### src/rtl/sss_pkg.sv
// Package with the constants, carrier types and behaviour list of the supervisor register set.
// Behaviour
// - A 32-bit access fault cause register records data access and alignment causes.
// - An alignment exception loads the fault address register with the element address.
// - A 64-bit free running count increments on every counter tick.
// - Free running count writes are taken only in supervisor mode.
// - High half is big-endian bits 0 to 31, low half bits 32 to 63.
// - Each half is its own 32-bit write target; the other half stays untouched.
// - Reading the countdown counter has no side effect on it.
// - A countdown write replaces the whole counter with the written value.
// - A zero to one change of countdown bit 0 raises a request, writes included.
// - Requests accumulate into one; taking the countdown exception cancels them all.
// - Tick comes from a divided processor clock, 1 MHz, or a selected external source.
// - Countdown counter has no reset and keeps counting while reset is asserted.
// - Countdown counter runs always, stopping only when its tick clock is turned off.
// - Any exception loads the resume address with the faulting or the following instruction.
// - A system call exception saves the address of the following instruction.
// - Status save takes exception information in bits 0 to 15, machine state in 16 to 31.
// - Return from exception restores machine state and resumes at the saved address.
// - Four 32-bit scratch registers are freely readable and writable without side effects.
// - Read-only identity register: version in bits 0 to 15, revision in 16 to 31.
// - All these special registers are reachable from supervisor mode only.
// - Strobe writes: 80 sets enable and recoverable, 81 clears enable and sets recoverable, 82 clears both.
// - Reading any strobe register raises a software emulation fault.
// - Countdown requests are held off while the interrupt enable bit is zero.
// - Machine state bit 30 is kept as the recoverable flag.
package sss_pkg;

  // Special register numbers as seen by the move-to and move-from operations.
  localparam logic [9:0] SPR_FAULT_CAUSE  = 10'h012;
  localparam logic [9:0] SPR_FAULT_ADDR   = 10'h013;
  localparam logic [9:0] SPR_COUNTDOWN    = 10'h016;
  localparam logic [9:0] SPR_RESUME_SAVE  = 10'h01a;
  localparam logic [9:0] SPR_STATUS_SAVE  = 10'h01b;
  localparam logic [9:0] SPR_IRQ_ON_REC   = 10'h050;
  localparam logic [9:0] SPR_IRQ_OFF_REC  = 10'h051;
  localparam logic [9:0] SPR_IRQ_OFF_UNR  = 10'h052;
  localparam logic [9:0] SPR_SCRATCH_0    = 10'h110;
  localparam logic [9:0] SPR_SCRATCH_3    = 10'h113;
  localparam logic [9:0] SPR_COUNT_LOW    = 10'h11c;
  localparam logic [9:0] SPR_COUNT_HIGH   = 10'h11d;
  localparam logic [9:0] SPR_CORE_ID      = 10'h11f;

  // Machine state low half holds big-endian bits 16 to 31, so bit n sits at index 31-n.
  localparam int unsigned MS_IRQ_EN_BIT   = 15;
  localparam int unsigned MS_USER_BIT     = 14;
  localparam int unsigned MS_RECOVER_BIT  = 1;
  localparam logic [15:0] MS_RESET        = 16'h0000;

  // Tick timing: the counter tick period and the processor clock period in nanoseconds.
  localparam int unsigned CLK_PERIOD_NS   = 100;
  localparam int unsigned TICK_PERIOD_NS  = 1000;
  localparam int unsigned TICK_DIV        = TICK_PERIOD_NS / CLK_PERIOD_NS;
  localparam logic [3:0]  TICK_LAST       = 4'(TICK_DIV - 1);

  // Address step to the instruction after a faulting one.
  localparam logic [31:0] INSTR_STEP      = 32'h0000_0004;

  typedef enum logic [2:0] {
    EXC_OTHER,
    EXC_DATA_ACCESS,
    EXC_ALIGNMENT,
    EXC_SYSTEM_CALL,
    EXC_COUNTDOWN
  } sss_exc_kind_type;

  typedef enum logic [2:0] {
    CLS_NONE,
    CLS_RW,
    CLS_RO,
    CLS_WO,
    CLS_STROBE
  } sss_spr_class_type;

  typedef struct packed {
    logic        valid;
    logic        write;
    logic [9:0]  num;
    logic [31:0] data;
  } sss_spr_req_type;

  typedef struct packed {
    logic        done;
    logic        privFault;
    logic        emulFault;
    logic [31:0] data;
  } sss_spr_rsp_type;

  typedef struct packed {
    logic             take;
    sss_exc_kind_type kind;
    logic             nextSel;
    logic [31:0]      pc;
    logic [15:0]      info;
    logic [31:0]      cause;
    logic [31:0]      ea;
  } sss_exc_type;

endpackage

### src/rtl/sss_spr_set.sv
// Supervisor special register set: fault, save, scratch, identity, counters and strobes.
`timescale 1ns/1ns
module sss_spr_set #(
  parameter logic [15:0] VERSION_ID  = 16'h0a5a,  // Arbitrary value.
  parameter logic [15:0] REVISION_ID = 16'h0001   // Arbitrary value.
) (
  input  wire logic                     clk,
  input  wire logic                     rst_n,
  input  wire sss_pkg::sss_spr_req_type sprReq,
  output sss_pkg::sss_spr_rsp_type      sprRsp,
  input  wire sss_pkg::sss_exc_type     exc,
  input  wire logic                     rfiTake,
  input  wire logic                     msrWrite,
  input  wire logic [15:0]              msrWrData,
  output logic [15:0]                   machineState,
  output logic [31:0]                   resumeAddr,
  input  wire logic                     extClkSel,
  input  wire logic                     tickStop,
  input  wire logic                     extTickPin,
  output logic                          countdownIrq,
  output logic [31:0]                   countdownValue,
  output logic [63:0]                   freeRunningCount
);

  logic [31:0]                faultCause_ff;
  logic [31:0]                faultAddr_ff;
  logic [31:0]                countdown_ff;
  logic [31:0]                nxt_countdown;
  logic [31:0]                resumeSave_ff;
  logic [31:0]                statusSave_ff;
  logic [31:0]                scratch_ff [4];
  logic [31:0]                countHigh_ff;
  logic [31:0]                countLow_ff;
  logic [15:0]                machineState_ff;
  logic [15:0]                nxt_machineState;
  logic                       cdPending_ff;
  logic                       nxt_cdPending;
  logic [3:0]                 divCnt_ff;
  logic [3:0]                 nxt_divCnt;
  logic                       extTickMeta_ff;
  logic                       extTickSync_ff;
  logic                       extTickPrev_ff;
  logic                       tick;
  logic                       userMode;
  sss_pkg::sss_spr_class_type reqClass;
  logic                       wrOk;
  logic                       rdOk;
  logic                       badAccess;
  logic                       privAccess;
  logic [31:0]                rdMux;
  sss_pkg::sss_spr_rsp_type   sprRsp_ff;
  sss_pkg::sss_spr_rsp_type   nxt_sprRsp;

  // Access class of a special register number; used by both the read and write checks.
  function automatic sss_pkg::sss_spr_class_type sprClass(input logic [9:0] num);
    sss_pkg::sss_spr_class_type cls;
    cls = sss_pkg::CLS_NONE;
    if ((num == sss_pkg::SPR_FAULT_CAUSE) || (num == sss_pkg::SPR_FAULT_ADDR) ||
        (num == sss_pkg::SPR_COUNTDOWN) || (num == sss_pkg::SPR_RESUME_SAVE) ||
        (num == sss_pkg::SPR_STATUS_SAVE) ||
        ((num >= sss_pkg::SPR_SCRATCH_0) && (num <= sss_pkg::SPR_SCRATCH_3))) begin
      cls = sss_pkg::CLS_RW;
    end else if (num == sss_pkg::SPR_CORE_ID) begin
      cls = sss_pkg::CLS_RO;
    end else if ((num == sss_pkg::SPR_COUNT_LOW) || (num == sss_pkg::SPR_COUNT_HIGH)) begin
      cls = sss_pkg::CLS_WO;
    end else if ((num >= sss_pkg::SPR_IRQ_ON_REC) && (num <= sss_pkg::SPR_IRQ_OFF_UNR)) begin
      cls = sss_pkg::CLS_STROBE;
    end
    return cls;
  endfunction

  // True when an accepted write targets the given register number.
  function automatic logic writes(input logic ok, input logic [9:0] num, input logic [9:0] sel);
    return ok && (num == sel);
  endfunction

  // Privilege comes from the user-mode bit of the machine state kept here.
  assign userMode = machineState_ff[sss_pkg::MS_USER_BIT];
  assign reqClass = sprClass(sprReq.num);

  // Access checks: a wrong direction or unknown number is an emulation fault, user mode a
  // privilege fault; a faulting access changes nothing.
  always_comb begin
    rdOk       = 1'b0;
    wrOk       = 1'b0;
    badAccess  = 1'b0;
    privAccess = 1'b0;
    if (sprReq.valid) begin
      if (sprReq.write) begin
        badAccess = (reqClass == sss_pkg::CLS_NONE) || (reqClass == sss_pkg::CLS_RO);
      end else begin
        badAccess = (reqClass == sss_pkg::CLS_NONE) || (reqClass == sss_pkg::CLS_WO) ||
                    (reqClass == sss_pkg::CLS_STROBE);
      end
      privAccess = !badAccess && userMode;
      wrOk       = sprReq.write && !badAccess && !userMode;
      rdOk       = !sprReq.write && !badAccess && !userMode;
    end
  end

  // Read multiplexer; reading never disturbs any register.
  always_comb begin
    rdMux = 32'h0000_0000;
    case (sprReq.num)
      sss_pkg::SPR_FAULT_CAUSE: rdMux = faultCause_ff;
      sss_pkg::SPR_FAULT_ADDR:  rdMux = faultAddr_ff;
      sss_pkg::SPR_COUNTDOWN:   rdMux = countdown_ff;
      sss_pkg::SPR_RESUME_SAVE: rdMux = resumeSave_ff;
      sss_pkg::SPR_STATUS_SAVE: rdMux = statusSave_ff;
      sss_pkg::SPR_CORE_ID:     rdMux = {VERSION_ID, REVISION_ID};
      default: begin
        if ((sprReq.num >= sss_pkg::SPR_SCRATCH_0) && (sprReq.num <= sss_pkg::SPR_SCRATCH_3)) begin
          rdMux = scratch_ff[sprReq.num[1:0]];
        end
      end
    endcase
  end

  // Answer one cycle after the request, with data only for a good read.
  always_comb begin
    nxt_sprRsp.done      = sprReq.valid;
    nxt_sprRsp.privFault = privAccess;
    nxt_sprRsp.emulFault = sprReq.valid && badAccess;
    nxt_sprRsp.data      = rdOk ? rdMux : 32'h0000_0000;
  end

  always_ff @(posedge clk or negedge rst_n) begin
    if (!rst_n) begin
      sprRsp_ff <= '0;
    end else begin
      sprRsp_ff <= nxt_sprRsp;
    end
  end

  // External tick pin: two flip-flops, then an edge detect on the settled copy.
  // No reset, so an external tick keeps the counters moving through reset.
  always_ff @(posedge clk) begin
    extTickMeta_ff <= extTickPin;
    extTickSync_ff <= extTickMeta_ff;
    extTickPrev_ff <= extTickSync_ff;
  end

  // Divider without reset so the tick keeps running during reset; an unknown start
  // value falls into the else branch and settles to zero on the first edge.
  always_comb begin
    if (divCnt_ff < sss_pkg::TICK_LAST) begin
      nxt_divCnt = divCnt_ff + 4'h1;
    end else begin
      nxt_divCnt = 4'h0;
    end
  end

  always_ff @(posedge clk) begin
    divCnt_ff <= nxt_divCnt;
  end

  // One tick feeds both counters; the clock-source select picks its origin.
  always_comb begin
    if (tickStop) begin
      tick = 1'b0;
    end else if (extClkSel) begin
      tick = extTickSync_ff && !extTickPrev_ff;
    end else begin
      tick = (divCnt_ff == sss_pkg::TICK_LAST);
    end
  end

  // Countdown next value: a write beats the decrement, and zero wraps to all ones.
  always_comb begin
    if (writes(wrOk, sprReq.num, sss_pkg::SPR_COUNTDOWN)) begin
      nxt_countdown = sprReq.data;
    end else if (tick) begin
      nxt_countdown = countdown_ff - 32'h0000_0001;
    end else begin
      nxt_countdown = countdown_ff;
    end
  end

  // The countdown counter has no reset at all and keeps counting through it.
  always_ff @(posedge clk) begin
    countdown_ff <= nxt_countdown;
  end

  // Big-endian bit 0 is index 31; a rising edge there, from a tick or a write, sets
  // the pending flag. Several rises merge into one; the countdown exception clears it,
  // but a rise in that same cycle wins.
  always_comb begin
    nxt_cdPending = (nxt_countdown[31] && !countdown_ff[31]) ||
                    (cdPending_ff && !(exc.take && (exc.kind == sss_pkg::EXC_COUNTDOWN)));
  end

  always_ff @(posedge clk or negedge rst_n) begin
    if (!rst_n) begin
      cdPending_ff <= 1'b0;
    end else begin
      cdPending_ff <= nxt_cdPending;
    end
  end

  // Free running count: halves written separately, only with supervisor access.
  // A write to the low half suppresses the carry into the high half that cycle.
  always_ff @(posedge clk) begin
    if (writes(wrOk, sprReq.num, sss_pkg::SPR_COUNT_LOW)) begin
      countLow_ff <= sprReq.data;
    end else if (tick) begin
      countLow_ff <= countLow_ff + 32'h0000_0001;
    end
  end

  always_ff @(posedge clk) begin
    if (writes(wrOk, sprReq.num, sss_pkg::SPR_COUNT_HIGH)) begin
      countHigh_ff <= sprReq.data;
    end else if (tick && (countLow_ff == 32'hffff_ffff) &&
                 !writes(wrOk, sprReq.num, sss_pkg::SPR_COUNT_LOW)) begin
      countHigh_ff <= countHigh_ff + 32'h0000_0001;
    end
  end

  // Fault registers keep their content through reset and change on the faults.
  always_ff @(posedge clk) begin
    if (exc.take && ((exc.kind == sss_pkg::EXC_DATA_ACCESS) ||
                     (exc.kind == sss_pkg::EXC_ALIGNMENT))) begin
      faultCause_ff <= exc.cause;
    end else if (writes(wrOk, sprReq.num, sss_pkg::SPR_FAULT_CAUSE)) begin
      faultCause_ff <= sprReq.data;
    end
  end

  always_ff @(posedge clk) begin
    if (exc.take && (exc.kind == sss_pkg::EXC_ALIGNMENT)) begin
      faultAddr_ff <= exc.ea;
    end else if (writes(wrOk, sprReq.num, sss_pkg::SPR_FAULT_ADDR)) begin
      faultAddr_ff <= sprReq.data;
    end
  end

  // Save registers: no reset, since their content is undefined until an exception.
  always_ff @(posedge clk) begin
    if (exc.take) begin
      if ((exc.kind == sss_pkg::EXC_SYSTEM_CALL) || exc.nextSel) begin
        resumeSave_ff <= exc.pc + sss_pkg::INSTR_STEP;
      end else begin
        resumeSave_ff <= exc.pc;
      end
    end else if (writes(wrOk, sprReq.num, sss_pkg::SPR_RESUME_SAVE)) begin
      resumeSave_ff <= sprReq.data;
    end
  end

  always_ff @(posedge clk) begin
    if (exc.take) begin
      statusSave_ff <= {exc.info, machineState_ff};
    end else if (writes(wrOk, sprReq.num, sss_pkg::SPR_STATUS_SAVE)) begin
      statusSave_ff <= sprReq.data;
    end
  end

  // Scratch registers: plain storage for the operating system, no reset.
  always_ff @(posedge clk) begin
    if (wrOk && (sprReq.num >= sss_pkg::SPR_SCRATCH_0) &&
        (sprReq.num <= sss_pkg::SPR_SCRATCH_3)) begin
      scratch_ff[sprReq.num[1:0]] <= sprReq.data;
    end
  end

  // Machine state: exceptions drop to supervisor with interrupts off and state marked
  // unrecoverable; return restores it; strobes touch only the two bits, data ignored.
  always_comb begin
    nxt_machineState = machineState_ff;
    if (exc.take) begin
      nxt_machineState[sss_pkg::MS_IRQ_EN_BIT]  = 1'b0;
      nxt_machineState[sss_pkg::MS_USER_BIT]    = 1'b0;
      nxt_machineState[sss_pkg::MS_RECOVER_BIT] = 1'b0;
    end else if (rfiTake) begin
      nxt_machineState = statusSave_ff[15:0];
    end else if (msrWrite) begin
      nxt_machineState = msrWrData;
    end else if (wrOk && (reqClass == sss_pkg::CLS_STROBE)) begin
      nxt_machineState[sss_pkg::MS_IRQ_EN_BIT] =
        (sprReq.num == sss_pkg::SPR_IRQ_ON_REC);
      nxt_machineState[sss_pkg::MS_RECOVER_BIT] =
        (sprReq.num != sss_pkg::SPR_IRQ_OFF_UNR);
    end
  end

  always_ff @(posedge clk or negedge rst_n) begin
    if (!rst_n) begin
      machineState_ff <= sss_pkg::MS_RESET;
    end else begin
      machineState_ff <= nxt_machineState;
    end
  end

  // The request is held off, not lost, while interrupts are disabled.
  assign countdownIrq = cdPending_ff && machineState_ff[sss_pkg::MS_IRQ_EN_BIT];

  // Outputs. The high half leads the 64-bit count, matching big-endian bits 0 to 31.
  assign sprRsp           = sprRsp_ff;
  assign machineState     = machineState_ff;
  assign resumeAddr       = resumeSave_ff;
  assign countdownValue   = countdown_ff;
  assign freeRunningCount = {countHigh_ff, countLow_ff};

endmodule

### config.mk
export PLATFORM = sky130hd
export DESIGN_NAME = sss_spr_set
export DESIGN_NICKNAME = d
export VERILOG_FILES = /design/src/rtl/sss_pkg.sv /design/src/rtl/sss_spr_set.sv
export SDC_FILE = /design/constraint.sdc
export NUM_CORES = 1
export LEC_CHECK = 0
export BUFFER_PORTS_ARGS = -buffer_cell sky130_fd_sc_hd__buf_2
export CAP_MARGIN = 20
export CORE_AREA = 2 2 188 190
export CTS_BUF_LIST = sky130_fd_sc_hd__clkbuf_2
export DETAILED_ROUTE_END_ITERATION = 10
export DIE_AREA = 0 0 190 192
export HOLD_SLACK_MARGIN = 0.05
export PLACE_DENSITY_LB_ADDON = 0.2
export SYNTH_ARGS = -nofsm -noshare
export SYNTH_HDL_FRONTEND = slang
export SYNTH_SLANG_ARGS = --single-unit
### constraint.sdc
create_clock -name clk -period 10.3 [get_ports clk]
set_input_delay 1.03 -clock clk [delete_from_list [all_inputs] [get_ports clk]]
set_output_delay 1.03 -clock clk [all_outputs]
set_load 0.05 [all_outputs]
After elaboration in Yosys (flattened, before gate mapping)
Memories as Yosys holds them, arrays and structs flattened.
Index checks and enable logic that the tools add are counted.
{ "totals": {"ff_bits": 283, "ramBits": 128, "input_bits": 184, "output_inout_bits": 180, "word_cells": 150, "memories": 1} }
{ "classes": {"n_addsub": 5, "n_lt_le_gt_ge": 5, "n_eq_ne": 19, "mux": 41, "bitwise_logic": 1, "n_reduce_logical": 58} }
{ "memory_table": {"columns": ["memory", "depth", "word_bits", "read_ports", "rd_clocked_by_memory_dff", "wr", "line", "source"], "rows": [
  ["scratch_ff", 4, 32, 1, 0, 1, "sss_spr_set.sv:31", "logic [31:0] scratch_ff [4];"]
]} }
{ "op_table": {"columns": ["cell", "count"], "rows": [
  ["2-to-1 mux 32 bit", 17],
  ["one-hot mux 32 bit (6 select lines)", 1],
  ["adder 32 x 1 -> 32 bit, second input constant", 2],
  ["== test 10 x 5 -> 1 bit, second input constant", 5],
  ["adder 32 x 3 -> 32 bit, second input constant", 1],
  ["== test 32 bit, second input constant", 1],
  ["subtractor 32 x 1 -> 32 bit, second input constant", 1],
  ["== test 10 x 9 -> 1 bit, second input constant", 3],
  ["logical AND 1 bit", 27],
  ["2-to-1 mux 1 bit", 16],
  ["2-to-1 mux 16 bit", 1],
  ["nonzero test 2 bit", 8],
  ["2-to-1 mux 13 bit", 1],
  ["== test 3 x 2 -> 1 bit, second input constant", 4],
  ["logical OR 1 bit", 12],
  ["2-to-1 mux 3 bit", 4],
  ["== test 10 x 7 -> 1 bit, second input constant", 1],
  ["greater-or-equal comparator 10 x 7 -> 1 bit, second input constant", 1],
  ["greater-or-equal comparator 10 x 9 -> 1 bit, second input constant", 1],
  ["less-or-equal comparator 10 x 7 -> 1 bit, second input constant", 1],
  ["less-or-equal comparator 10 x 9 -> 1 bit, second input constant", 1],
  ["inequality test 10 x 7 -> 1 bit, second input constant", 1],
  ["logical NOT 1 bit", 7],
  ["== test 3 bit, second input constant", 2],
  ["10 further kinds", 10]
]} }

Longest topological paths before layout
Gate-level depths: netlist of the first run.
{ "depth": {"word_depth": 21, "mapped_depth": 8, "ltp_nobuf": 7} }

Worst setup path before layout of the first run
Ideal clock, no wire load.
{ "synth_path": {"path_type": "input to register", "from": "input port sprReq[41] in the netlist's numbering", "to": "memory scratch_ff[1][0] (enable)", "setup_ps": 468, "t_arrival_ps": 4690, "required_time_ps": 9832, "path_slack_ps": 5142, "cell_stages": 5, "path_buffers": 1, "path_cell_list": "or4b_1 -> clkbuf_1 -> nor3_1 -> nand3_1 -> nor3b_1"} }
{ "synth_between": {"elab_chain_len": 20, "word_cells_on_any_way": 41, "cone_classes": "order compare: 4; eq/ne: 11; mux: 9; reduce/logical: 17"} }
{ "synth_lines": {"columns": ["item", "line", "source"], "rows": [
  ["start, declared", "sss_spr_set.sv:9", "input wire sss_pkg::sss_spr_req_type sprReq,"],
  ["branches (longest 17 deep; another with greater-or-equal comparator 10 x 7 -> 1 bit)", null, null],
  ["logical AND 1 bit (*)", "sss_spr_set.sv:261", "if (wrOk && (sprReq.num >= sss_pkg::SPR_SCRATCH_0) &&"],
  ["2-to-1 mux 1 bit (*)", "sss_spr_set.sv:261", null],
  ["2-to-1 mux 1 bit (not written as such) (*)", "sss_spr_set.sv:263", "scratch_ff[sprReq.num[1:0]] <= sprReq.data;"],
  ["end, declared", "sss_spr_set.sv:31", null]
]} }
Every way passes the cells marked *. The select of a mux whose other input is x is not followed.

Worst setup path after layout of the first run
{ "layout_path": {"from": "input port sprReq[41] in the netlist's numbering", "to": "register countLow_ff[30] (enable)"} }
{ "layout_between": {"elab_chain_len": 18, "word_cells_on_any_way": 39, "cone_classes": "order compare: 4; eq/ne: 11; mux: 7; reduce/logical: 17"} }
{ "layout_lines": {"columns": ["item", "line", "source"], "rows": [
  ["branches (longest 16 deep; another with greater-or-equal comparator 10 x 7 -> 1 bit)", null, null],
  ["logical AND 1 bit (*)", "sss_spr_set.sv:75", "return ok && (num == sel);"],
  ["nonzero test 2 bit (no line) (*)", null, null],
  ["end signal, assigned", "sss_spr_set.sv:205", "countLow_ff <= sprReq.data;"],
  ["end signal, assigned", "sss_spr_set.sv:207", "countLow_ff <= countLow_ff + 32'h0000_0001;"],
  ["end, declared", "sss_spr_set.sv:33", "logic [31:0] countLow_ff;"]
]} }
Marked as above.
A chain may end at the register's enable or synchronous reset.

==> results of run 1 <==
==> timing repair <==
| action | 4_1_cts | 5_1_grt |
|---|---|---|
| endpoints found under the setup margin | 0 | 0 |
| endpoints found under the hold margin | 1 | 0 |
| hold buffers | 1 | 0 |
==> logic make-up after synthesis <==
| logic type | share of synthesized area |
|---|---|
| xor gates and xnor gates | 0.0521 |
| AOI/OAI and AO/OA | 0.0827 |
| DFF | 0.605 |
| and+or+nand+nor | 0.107 |
| buffers and inverters | 0.0183 |
| adders and majority gates | 0.00442 |
| muxes | 0.130 |
==> cell usage in the layout, fill, tap and decap left out, drive strengths merged, types with 60 or more instances in the layout <==
| cell type | netlist | final |
|---|---|---|
| buf | 18 | 390 |
| edfxtp | 351 | 351 |
| clkbuf | 64 | 158 |
| a21oi | 128 | 128 |
| nor2 | 124 | 124 |
| mux2 | 107 | 107 |
| nand2 | 88 | 88 |
| xor2 | 66 | 66 |
| mux2i | 65 | 65 |
| nand3 | 60 | 60 |
==> area by class of cell <==
| type | count | share of cell area |
|---|---|---|
| Sequential cell | 411 | 0.516 |
| Multi-Input combinational cell | 1018 | 0.324 |
| Timing Repair Buffer | 391 | 0.0883 |
| Clock buffer | 158 | 0.0340 |
| Tap cell | 455 | 0.0245 |
| Clock inverter | 32 | 0.0101 |
| Inverter | 12 | 0.00194 |
| Antenna cell | 11 | 0.00118 |
==> power groups by stage <==
stage	combinational (mW)	sequential, mW	clock [mW]
after global routing	0.384	1.90	1.29
after global placement	0.356	1.93	0
after detailed placement	0.361	1.93	0
after CTS	0.362	1.89	1.20
after floorplan	0.131	2.00	0
final	0.365	1.89	1.18
==> stage by stage <==
step,setup WS [ns],cell area (sq um),utilization
global placement,5.90,22200,0.646
floorplan,5.14,19800,-
global route,6.65,23200,0.678
detailed placement,5.77,22200,0.646
finish,6.79,23200,0.678
CTS,6.85,23200,0.676
==> per-layer routing <==
layer | part of all wire | global-route usage | vias to the layer above
li1 | - | - | 6751
met1 | 0.40 | 0.446 | 7431
met2 | 0.47 | 0.502 | 954
met3 | 0.10 | 0.0751 | 118
met4 | 0.030 | 0.122 | 2
met5 | 0.00012 | 0 | -
==> registers in the layout, indices dropped and copies added, names as in the netlist, 32 cells and up <==
name	count
countLow_ff	32
statusSave_ff	32
sprRsp	35
faultCause_ff	32
resumeAddr	32
faultAddr_ff	32
countdownValue	32
countHigh_ff	32
scratch_ff	128
==> final timing paths <==
check	startpoint	end	slack, ns	depth (start not counted)
min reg2reg	extTickMeta_ff	extTickSync_ff	0.36	0
max reg2reg	machineState[14]	countLow_ff[30]	7.15	4
max in group asynchronous	rst_n	sprRsp[2]	9.57	2
max	sprReq[41]	countLow_ff[30]	6.79	6
min	rst_n	machineState[7]	0.13	2
min in group clk	sprReq[43]	sprRsp[34]	0.20	1
==> results.sh, run 1 <==
export IMPL_cp_num_buf_inv=2
export IMPL_port_buffers=363
export IMPL_grt_antenna_before_repair=8
export IMPL_async_reset_ff_frac=0.127
export IMPL_drv_slew=0
export IMPL_cts_tree="done"
export IMPL_grt_ovfl_total=0
export IMPL_clock_latency_ns=1.05
export IMPL_cts_sinks=411
export IMPL_p_int_mw=2.49
export IMPL_avgSynthCellArea_sq_um=13.0
export IMPL_clk_path_buf_depth=3
export IMPL_post_cts_resized=0
export IMPL_vias=15256
export IMPL_total_power_mw=3.44
export IMPL_die_height_um=192
export IMPL_ys_seq_area_frac=0.605
export IMPL_swShare=0.277
export IMPL_tightest_slew_ns=1.08
export IMPL_register_area_sq_um=12000
export IMPL_p_leak_nw=8.85
export IMPL_cts_buffers=104
export IMPL_synth_nets=1714
export IMPL_skew_ns=0.0498
export IMPL_grt_pass1_wl_um=86900
export IMPL_fin_crit_ns=3.51
export IMPL_grt_setup_unrepaired="false"
export IMPL_comb_power_share=0.106
export IMPL_cp_end_kind="register"
export IMPL_postCtsSetupBuffers=0
export IMPL_clk_pin_slew_ns=0.12
export IMPL_critPathKind="primary input to register"
export IMPL_wl_per_cell_um=24.1
export IMPL_hold_violations=0
export IMPL_maxCapViolations=0
export IMPL_die_x_um=190
export IMPL_grt_usage=0.323
export IMPL_synth_most_common_cell="edfxtp_1"
export IMPL_synth_commonest_cells="edfxtp_1, a21oi_1, nor2_1"
export IMPL_start_util=0.578
export IMPL_rows=68
export IMPL_drtIter0Drc=1894
export IMPL_io_pins=364
export IMPL_synth_area_leaders="edfxtp_1, dfrtp_1, mux2_2, mux4_2, mux2i_1"
export IMPL_dp_cells=2284
export IMPL_fill_cells=2606
export IMPL_post_synth_top_area_fraction=0.532
export IMPL_viasPerCell=6.13
export IMPL_crit_arrival_ns=4.20
export IMPL_ys_seq_elements=411
export IMPL_stdcell_count=2488
export IMPL_crit_required_ns=10.99
export IMPL_outcome="finished, final reports clean"
export IMPL_dr_pass1_iters=6
export IMPL_synth_warnings=0
export IMPL_fin_nets=2129
export IMPL_whs_ns=0.129
export IMPL_crit_family="simple AND/OR/NAND/NOR gates"
export IMPL_synth_edff_count=351
export IMPL_sequentialPowerShare=0.551
export IMPL_grt_max_degree=65
export IMPL_final_layout_size_suffix_gt1_frac=0.356
export IMPL_p_sw_uw=953
export IMPL_min_period_over_period=0.341
export IMPL_place_gp_congestion=0.925
export IMPL_synth_area_sq_um=19800
export IMPL_ir_worst_vdd_v=0.0000873
export IMPL_cp_slowest_stage_delay_ns=0.77
export IMPL_setup_viol=0
export IMPL_synth_ff_type="edfxtp_1"
export IMPL_relSlewSlack=0.279
export IMPL_syn2layout_area_growth_pct=17.3
export IMPL_dp_hpwl_um=41100
export IMPL_synth_distinct_cells=66
export IMPL_cts_root_buffer="clkbuf_2"
export IMPL_ant_nets=0
export IMPL_wirelength_um=59900
export IMPL_crit_fanout=28
export IMPL_timing_fmax_mhz=285
export IMPL_htreeDepth=3
export IMPL_hold_class="primary input to async pin"
export IMPL_syn_inst=1523
export IMPL_yosys_area_top_type="edfxtp_1"
export IMPL_dieArea_sq_um=36500
export IMPL_p_clk_frac=0.343
export IMPL_setup_tns_ns=0
export IMPL_cp_slowest_cell="nand3_1"
export IMPL_worstPathCellList="buf_2, or4b_1, nor3_1, nand3_1, nand2_1, buf_4"
export IMPL_core_sq_um=34300
export IMPL_power_density_nw_per_um2=148
export IMPL_start_kind="primary input"
export IMPL_route_detailed_drc=0
export IMPL_grt_pass1_vias=14486
export IMPL_multi_input_area_sq_um=7520
No activity file was read; power rests on OpenSTA's default activity.
==> inputs of run 2 (changes only) <==
Clock period 10.3 ns to 3.5 ns, I/O delays scaled along.
==> results.sh, run 2 (synthesis results as in run 1) <==
export IMPL_outcome="finished, final reports clean"
export IMPL_fill_cells=2110
export IMPL_dieArea_sq_um=36500
export IMPL_grt_setup_unrepaired="false"
export IMPL_clock_latency_ns=1.02
export IMPL_hold_violations=0
export IMPL_postCtsSetupBuffers=0
export IMPL_relSlewSlack=0.420
export IMPL_r2r_start="countdownValue[12]"
export IMPL_grt_antenna_before_repair=11
export IMPL_wl_met3_um=8020
export IMPL_r2r_end="cdPending_ff"
export IMPL_cts_sinks=411
export IMPL_drv_slew=0
export IMPL_timing_fmax_mhz=322
export IMPL_cts_tree="done"
export IMPL_whs_ns=0.119
export IMPL_clk_pin_slew_ns=0.10
export IMPL_final_common_cell="buf_2"
export IMPL_die_x_um=190
export IMPL_min_period_over_period=0.888
export IMPL_setup_viol=0
export IMPL_power_density_nw_per_um2=396
export IMPL_start_kind="register"
export IMPL_critPathKind="register to register"
export IMPL_crit_arrival_ns=4.05
export IMPL_register_area_sq_um=12000
export IMPL_crit_fanout=9
export IMPL_grt_pass1_wl_um=99900
export IMPL_grt_max_degree=64
export IMPL_start_util=0.578
export IMPL_rows=68
export IMPL_route_detailed_drc=0
export IMPL_utilization=0.768
export IMPL_maxCapViolations=0
export IMPL_top_layer_used="met5"
export IMPL_clk_path_buf_depth=3
export IMPL_skew_ns=0.102
export IMPL_total_power_mw=10.4
export IMPL_crit_end="cdPending_ff"
export IMPL_fin_nets=2445
export IMPL_final_cell_mix="buf_2, edfxtp_1, dlygate4sd3_1, clkbuf_2, a21oi_1"
export IMPL_largest_reg_flops=128
export IMPL_grt_usage=0.369
export IMPL_ff2ff_path_depth=5
export IMPL_drtIter0Drc=2193
export IMPL_cp_end_kind="register"
export IMPL_place_gp_congestion=0.986
export IMPL_fin_crit_ns=3.11
export IMPL_setup_tns_ns=0
export IMPL_syn2layout_area_growth_pct=32.9
export IMPL_tightest_slew_ns=0.863
export IMPL_ant_nets=0
export IMPL_hold_class="primary input to register"
export IMPL_viasPerCell=6.12
export IMPL_stdcell_count=2803
export IMPL_die_height_um=192
export IMPL_crit_required_ns=4.44
export IMPL_wirelength_um=68500
export IMPL_multi_input_area_sq_um=7540
export IMPL_port_buffers=363
export IMPL_final_layout_size_suffix_gt1_frac=0.318
export IMPL_post_cts_resized=0
export IMPL_core_sq_um=34300
export IMPL_dr_pass1_iters=7
export IMPL_ir_worst_vdd_v=0.000274
export IMPL_htreeDepth=3
export IMPL_met1_length_um=25200
export IMPL_r2r_slack_ns=0.39
export IMPL_grt_ovfl_total=0
export IMPL_wl_met2_um=31800
export IMPL_p_leak_nw=10.2
export IMPL_grt_pass1_vias=16952
export IMPL_critPathLaunch="countdownValue[12]"
export IMPL_dp_cells=2307
export IMPL_wl_per_cell_um=24.4
export IMPL_cts_root_buffer="clkbuf_2"
export IMPL_io_pins=364
export IMPL_cts_buffers=104
export IMPL_dp_hpwl_um=43300
export IMPL_vias=17163
==> run 2: changes by cell type in the layout (fill, tap and decap cells not counted), moves of 2 or more <==
| cell | change |
|---|---|
| buf_12 | +3 |
| diode_2 | -3 |
| clkbuf_2 | +3 |
| bufinv_16 | -2 |
| dlygate4sd3_1 | +294 |
| buf_8 | -2 |
| buf_4 | +21 |
| inv_2 | +2 |
==> run 2: worst max-delay path, stage by stage, from the launching register on <==
cell and delay [ns]:
edfxtp_1 0.50, nor4_1 0.64, nand4_1 0.54, or4_4 0.66
o31ai_2 0.17, dlygate4sd3_1 0.57
==> run 2: worst min-delay path by stage <==
stage | to | slack, ns | cells after the start | startpoint
6_report | sprRsp[27] | 0.12 | 5 | sprReq[40]
5_1_grt | sprRsp[27] | 0.08 | 5 | sprReq[40]
4_1_cts | sprRsp[29] | 0.05 | 5 | sprReq[40]
3_5_place_dp | extTickSync_ff | 0.31 | 0 | extTickMeta_ff
3_3_place_gp | extTickSync_ff | 0.32 | 0 | extTickMeta_ff
2_1_floorplan | cdPending_ff | 0.05 | 0 | rst_n
==> run 2: where the power goes <==
| group | switching [mW] | leakage [nW] | internal [mW] |
|---|---|---|---|
| clock network | 2.01 | 0.762 | 1.37 |
| logic | 0.840 | 5.45 | 0.624 |
| registers | 0.109 | 4.00 | 5.47 |
==> run 2: layout make-up <==
| cell class | count | share of cell area |
|---|---|---|
| tap | 455 | 0.0216 |
| clock inverter | 31 | 0.00684 |
| antenna | 8 | 0.000760 |
| sequential | 411 | 0.456 |
| inverter | 12 | 0.00171 |
| timing repair buffer | 707 | 0.197 |
| multi-input combinational | 1018 | 0.286 |
| clock buffer | 161 | 0.0306 |
==> run 2: repair_timing <==
action,in CTS,in global routing
hold buffers,296,0
setup endpoints to repair,0,0
endpoints found under the hold margin,423,0
==> run 2: routing by layer <==
metal | GRT usage | up-vias
li1 | - | 7365
met1 | 0.471 | 8273
met2 | 0.585 | 1279
met3 | 0.0912 | 240
met4 | 0.200 | 6
met5 | 0 | -
==> run 2: metrics by stage <==
stage	cell area [sq um]	setup WS [ns]
after global routing	26300	0.268
after global placement	22400	0.659
after detailed placement	22400	0.580
after CTS	26300	0.402
after floorplan	19800	0.0215
final	26300	0.393
==> inputs of run 3 (changes only) <==
Settings changed: BUFFER_PORTS_ARGS -buffer_cell sky130_fd_sc_hd__buf_2 to default, DONT_BUFFER_PORTS from default to 1.
==> results.sh, run 3 (synthesis results as in run 1) <==
export IMPL_outcome="finished, final reports clean"
export IMPL_fin_crit_ns=3.24
export IMPL_multi_input_area_sq_um=7540
export IMPL_rows=68
export IMPL_start_util=0.578
export IMPL_power_density_nw_per_um2=404
export IMPL_p_sw_mw=2.91
export IMPL_final_layout_size_suffix_gt1_frac=0.193
export IMPL_timing_fmax_mhz=308
export IMPL_cts_buffers=102
export IMPL_p_leak_nw=8.87
export IMPL_cts_tree="done"
export IMPL_dieArea_sq_um=36500
export IMPL_worstPathCellList="and3b_1, and3_1, dlygate4sd3_1, buf_4, o31ai_1, dlygate4sd3_1"
export IMPL_grt_pass1_vias=15921
export IMPL_cts_sinks=411
export IMPL_wirelength_um=68400
export IMPL_cp_slowest_stage_delay_ns=0.68
export IMPL_postCtsSetupBuffers=0
export IMPL_sequentialPowerShare=0.581
export IMPL_final_common_cell="edfxtp_1"
export IMPL_cp_end_kind="register"
export IMPL_final_cell_mix="edfxtp_1, dlygate4sd3_1, clkbuf_2, a21oi_1, nor2_1"
export IMPL_setup_viol=0
export IMPL_p_int_mw=7.14
export IMPL_clock_latency_ns=1.09
export IMPL_crit_top_cell="dlygate4sd3_1"
export IMPL_p_clk_frac=0.316
export IMPL_hold_class="primary input to register"
export IMPL_hold_violations=0
export IMPL_cp_slowest_cell="dfrtp_1"
export IMPL_vias=15862
export IMPL_maxCapViolations=0
export IMPL_start_kind="register"
export IMPL_place_ws_ns=0.569
export IMPL_comb_power_share=0.104
export IMPL_register_area_sq_um=12000
export IMPL_io_pins=364
export IMPL_fill_cells=2251
export IMPL_relSlewSlack=0.306
export IMPL_crit_arrival_ns=4.10
export IMPL_syn2layout_area_growth_pct=25.4
export IMPL_tightest_slew_ns=1.04
export IMPL_core_sq_um=34300
export IMPL_ir_worst_vdd_v=0.000253
export IMPL_grt_setup_unrepaired="false"
export IMPL_port_buffers=0
export IMPL_largest_reg_flops=128
export IMPL_drv_slew=0
export IMPL_wl_per_cell_um=27.6
export IMPL_finalWorstSetupSlack_ns=0.258
export IMPL_drtIter0Drc=1696
export IMPL_die_height_um=192
export IMPL_place_gp_congestion=0.958
export IMPL_grt_pass1_wl_um=99200
export IMPL_swShare=0.290
export IMPL_htreeDepth=3
export IMPL_clk_path_buf_depth=3
export IMPL_viasPerCell=6.40
export IMPL_route_detailed_drc=0
export IMPL_ant_nets=0
export IMPL_min_period_over_period=0.926
export IMPL_cts_root_buffer="clkbuf_2"
export IMPL_grt_ovfl_total=0
export IMPL_setup_tns_ns=0
export IMPL_fin_nets=2112
export IMPL_skew_ns=0.125
export IMPL_die_x_um=190
export IMPL_critPathKind="register to register"
export IMPL_grt_max_degree=107
export IMPL_dr_pass1_iters=8
export IMPL_crit_required_ns=4.36
export IMPL_dp_hpwl_um=41500
export IMPL_crit_fanout=17
export IMPL_clk_pin_slew_ns=0.14
export IMPL_grt_antenna_before_repair=15
export IMPL_grt_usage=0.372
## run 3: stage by stage
stage | power, mW | cell area, sq um | hold WS (ns) | cells | utilization
2_1_floorplan | 6.28 | 19800 | 0.0544 | 1523 | -
3_3_place_gp | 6.37 | 20700 | 0.0557 | 1957 | 0.603
3_5_place_dp | 6.39 | 20700 | 0.0557 | 1957 | 0.603
4_1_cts | 10.0 | 24800 | 0.0532 | 2463 | 0.724
5_1_grt | 10.4 | 24800 | 0.0873 | 2469 | 0.725
6_report | 10.1 | 24900 | 0.115 | 2479 | 0.725
## run 3: repair_timing
| action | 4_1_cts | 5_1_grt |
|---|---|---|
| endpoints found under the hold margin | 715 | 0 |
| endpoints found under the setup margin | 0 | 0 |
| hold buffers | 315 | 0 |
| gates resized for setup | 0 | 0 |
## run 3: worst max-delay path: cells and delay by family, from the launching register on
kind                   cells  cell delay (ns)
AOI/OAI and AO/OA          1             0.12
buffers and inverters      3             1.47
DFF                        1             0.68
and+or+nand+nor            2             0.79
## run 3: final cells by class
type	count	area share
multi-input combinational	1018	0.303
clock buffer	147	0.0296
sequential	411	0.483
clock inverter	44	0.00699
tap	455	0.0229
timing repair buffer	376	0.151
antenna	16	0.00161
inverter	12	0.00181
## run 3: per-layer routing
layer	GRT usage	routed length [um]
met1	0.465	24600
met2	0.576	31000
met3	0.127	9290
met4	0.195	3470
met5	0	55
## run 3: path summary, 6_finish.rpt
path / start / endpoint / slack (ns) / cells after the start
max: machineState[14] / countdownValue[2] / 0.26 / 6
min: exc[67] / statusSave_ff[19] / 0.11 / 2
max reg2reg: machineState[14] / countdownValue[2] / 0.26 / 6
min reg2reg: extTickMeta_ff / extTickSync_ff / 0.34 / 0
max in group asynchronous: rst_n / sprRsp[34] / 2.59 / 4
min in group asynchronous: rst_n / machineState[10] / 0.55 / 4
## run 3: power groups by stage
| stage | Sequential [mW] | Combinational [mW] | Clock [mW] |
|---|---|---|---|
| floorplan | 5.90 | 0.385 | 0 |
| global placement | 5.93 | 0.444 | 0 |
| detailed placement | 5.93 | 0.456 | 0 |
| CTS | 5.82 | 0.991 | 3.19 |
| global route | 5.85 | 1.09 | 3.46 |
| finish | 5.84 | 1.04 | 3.17 |
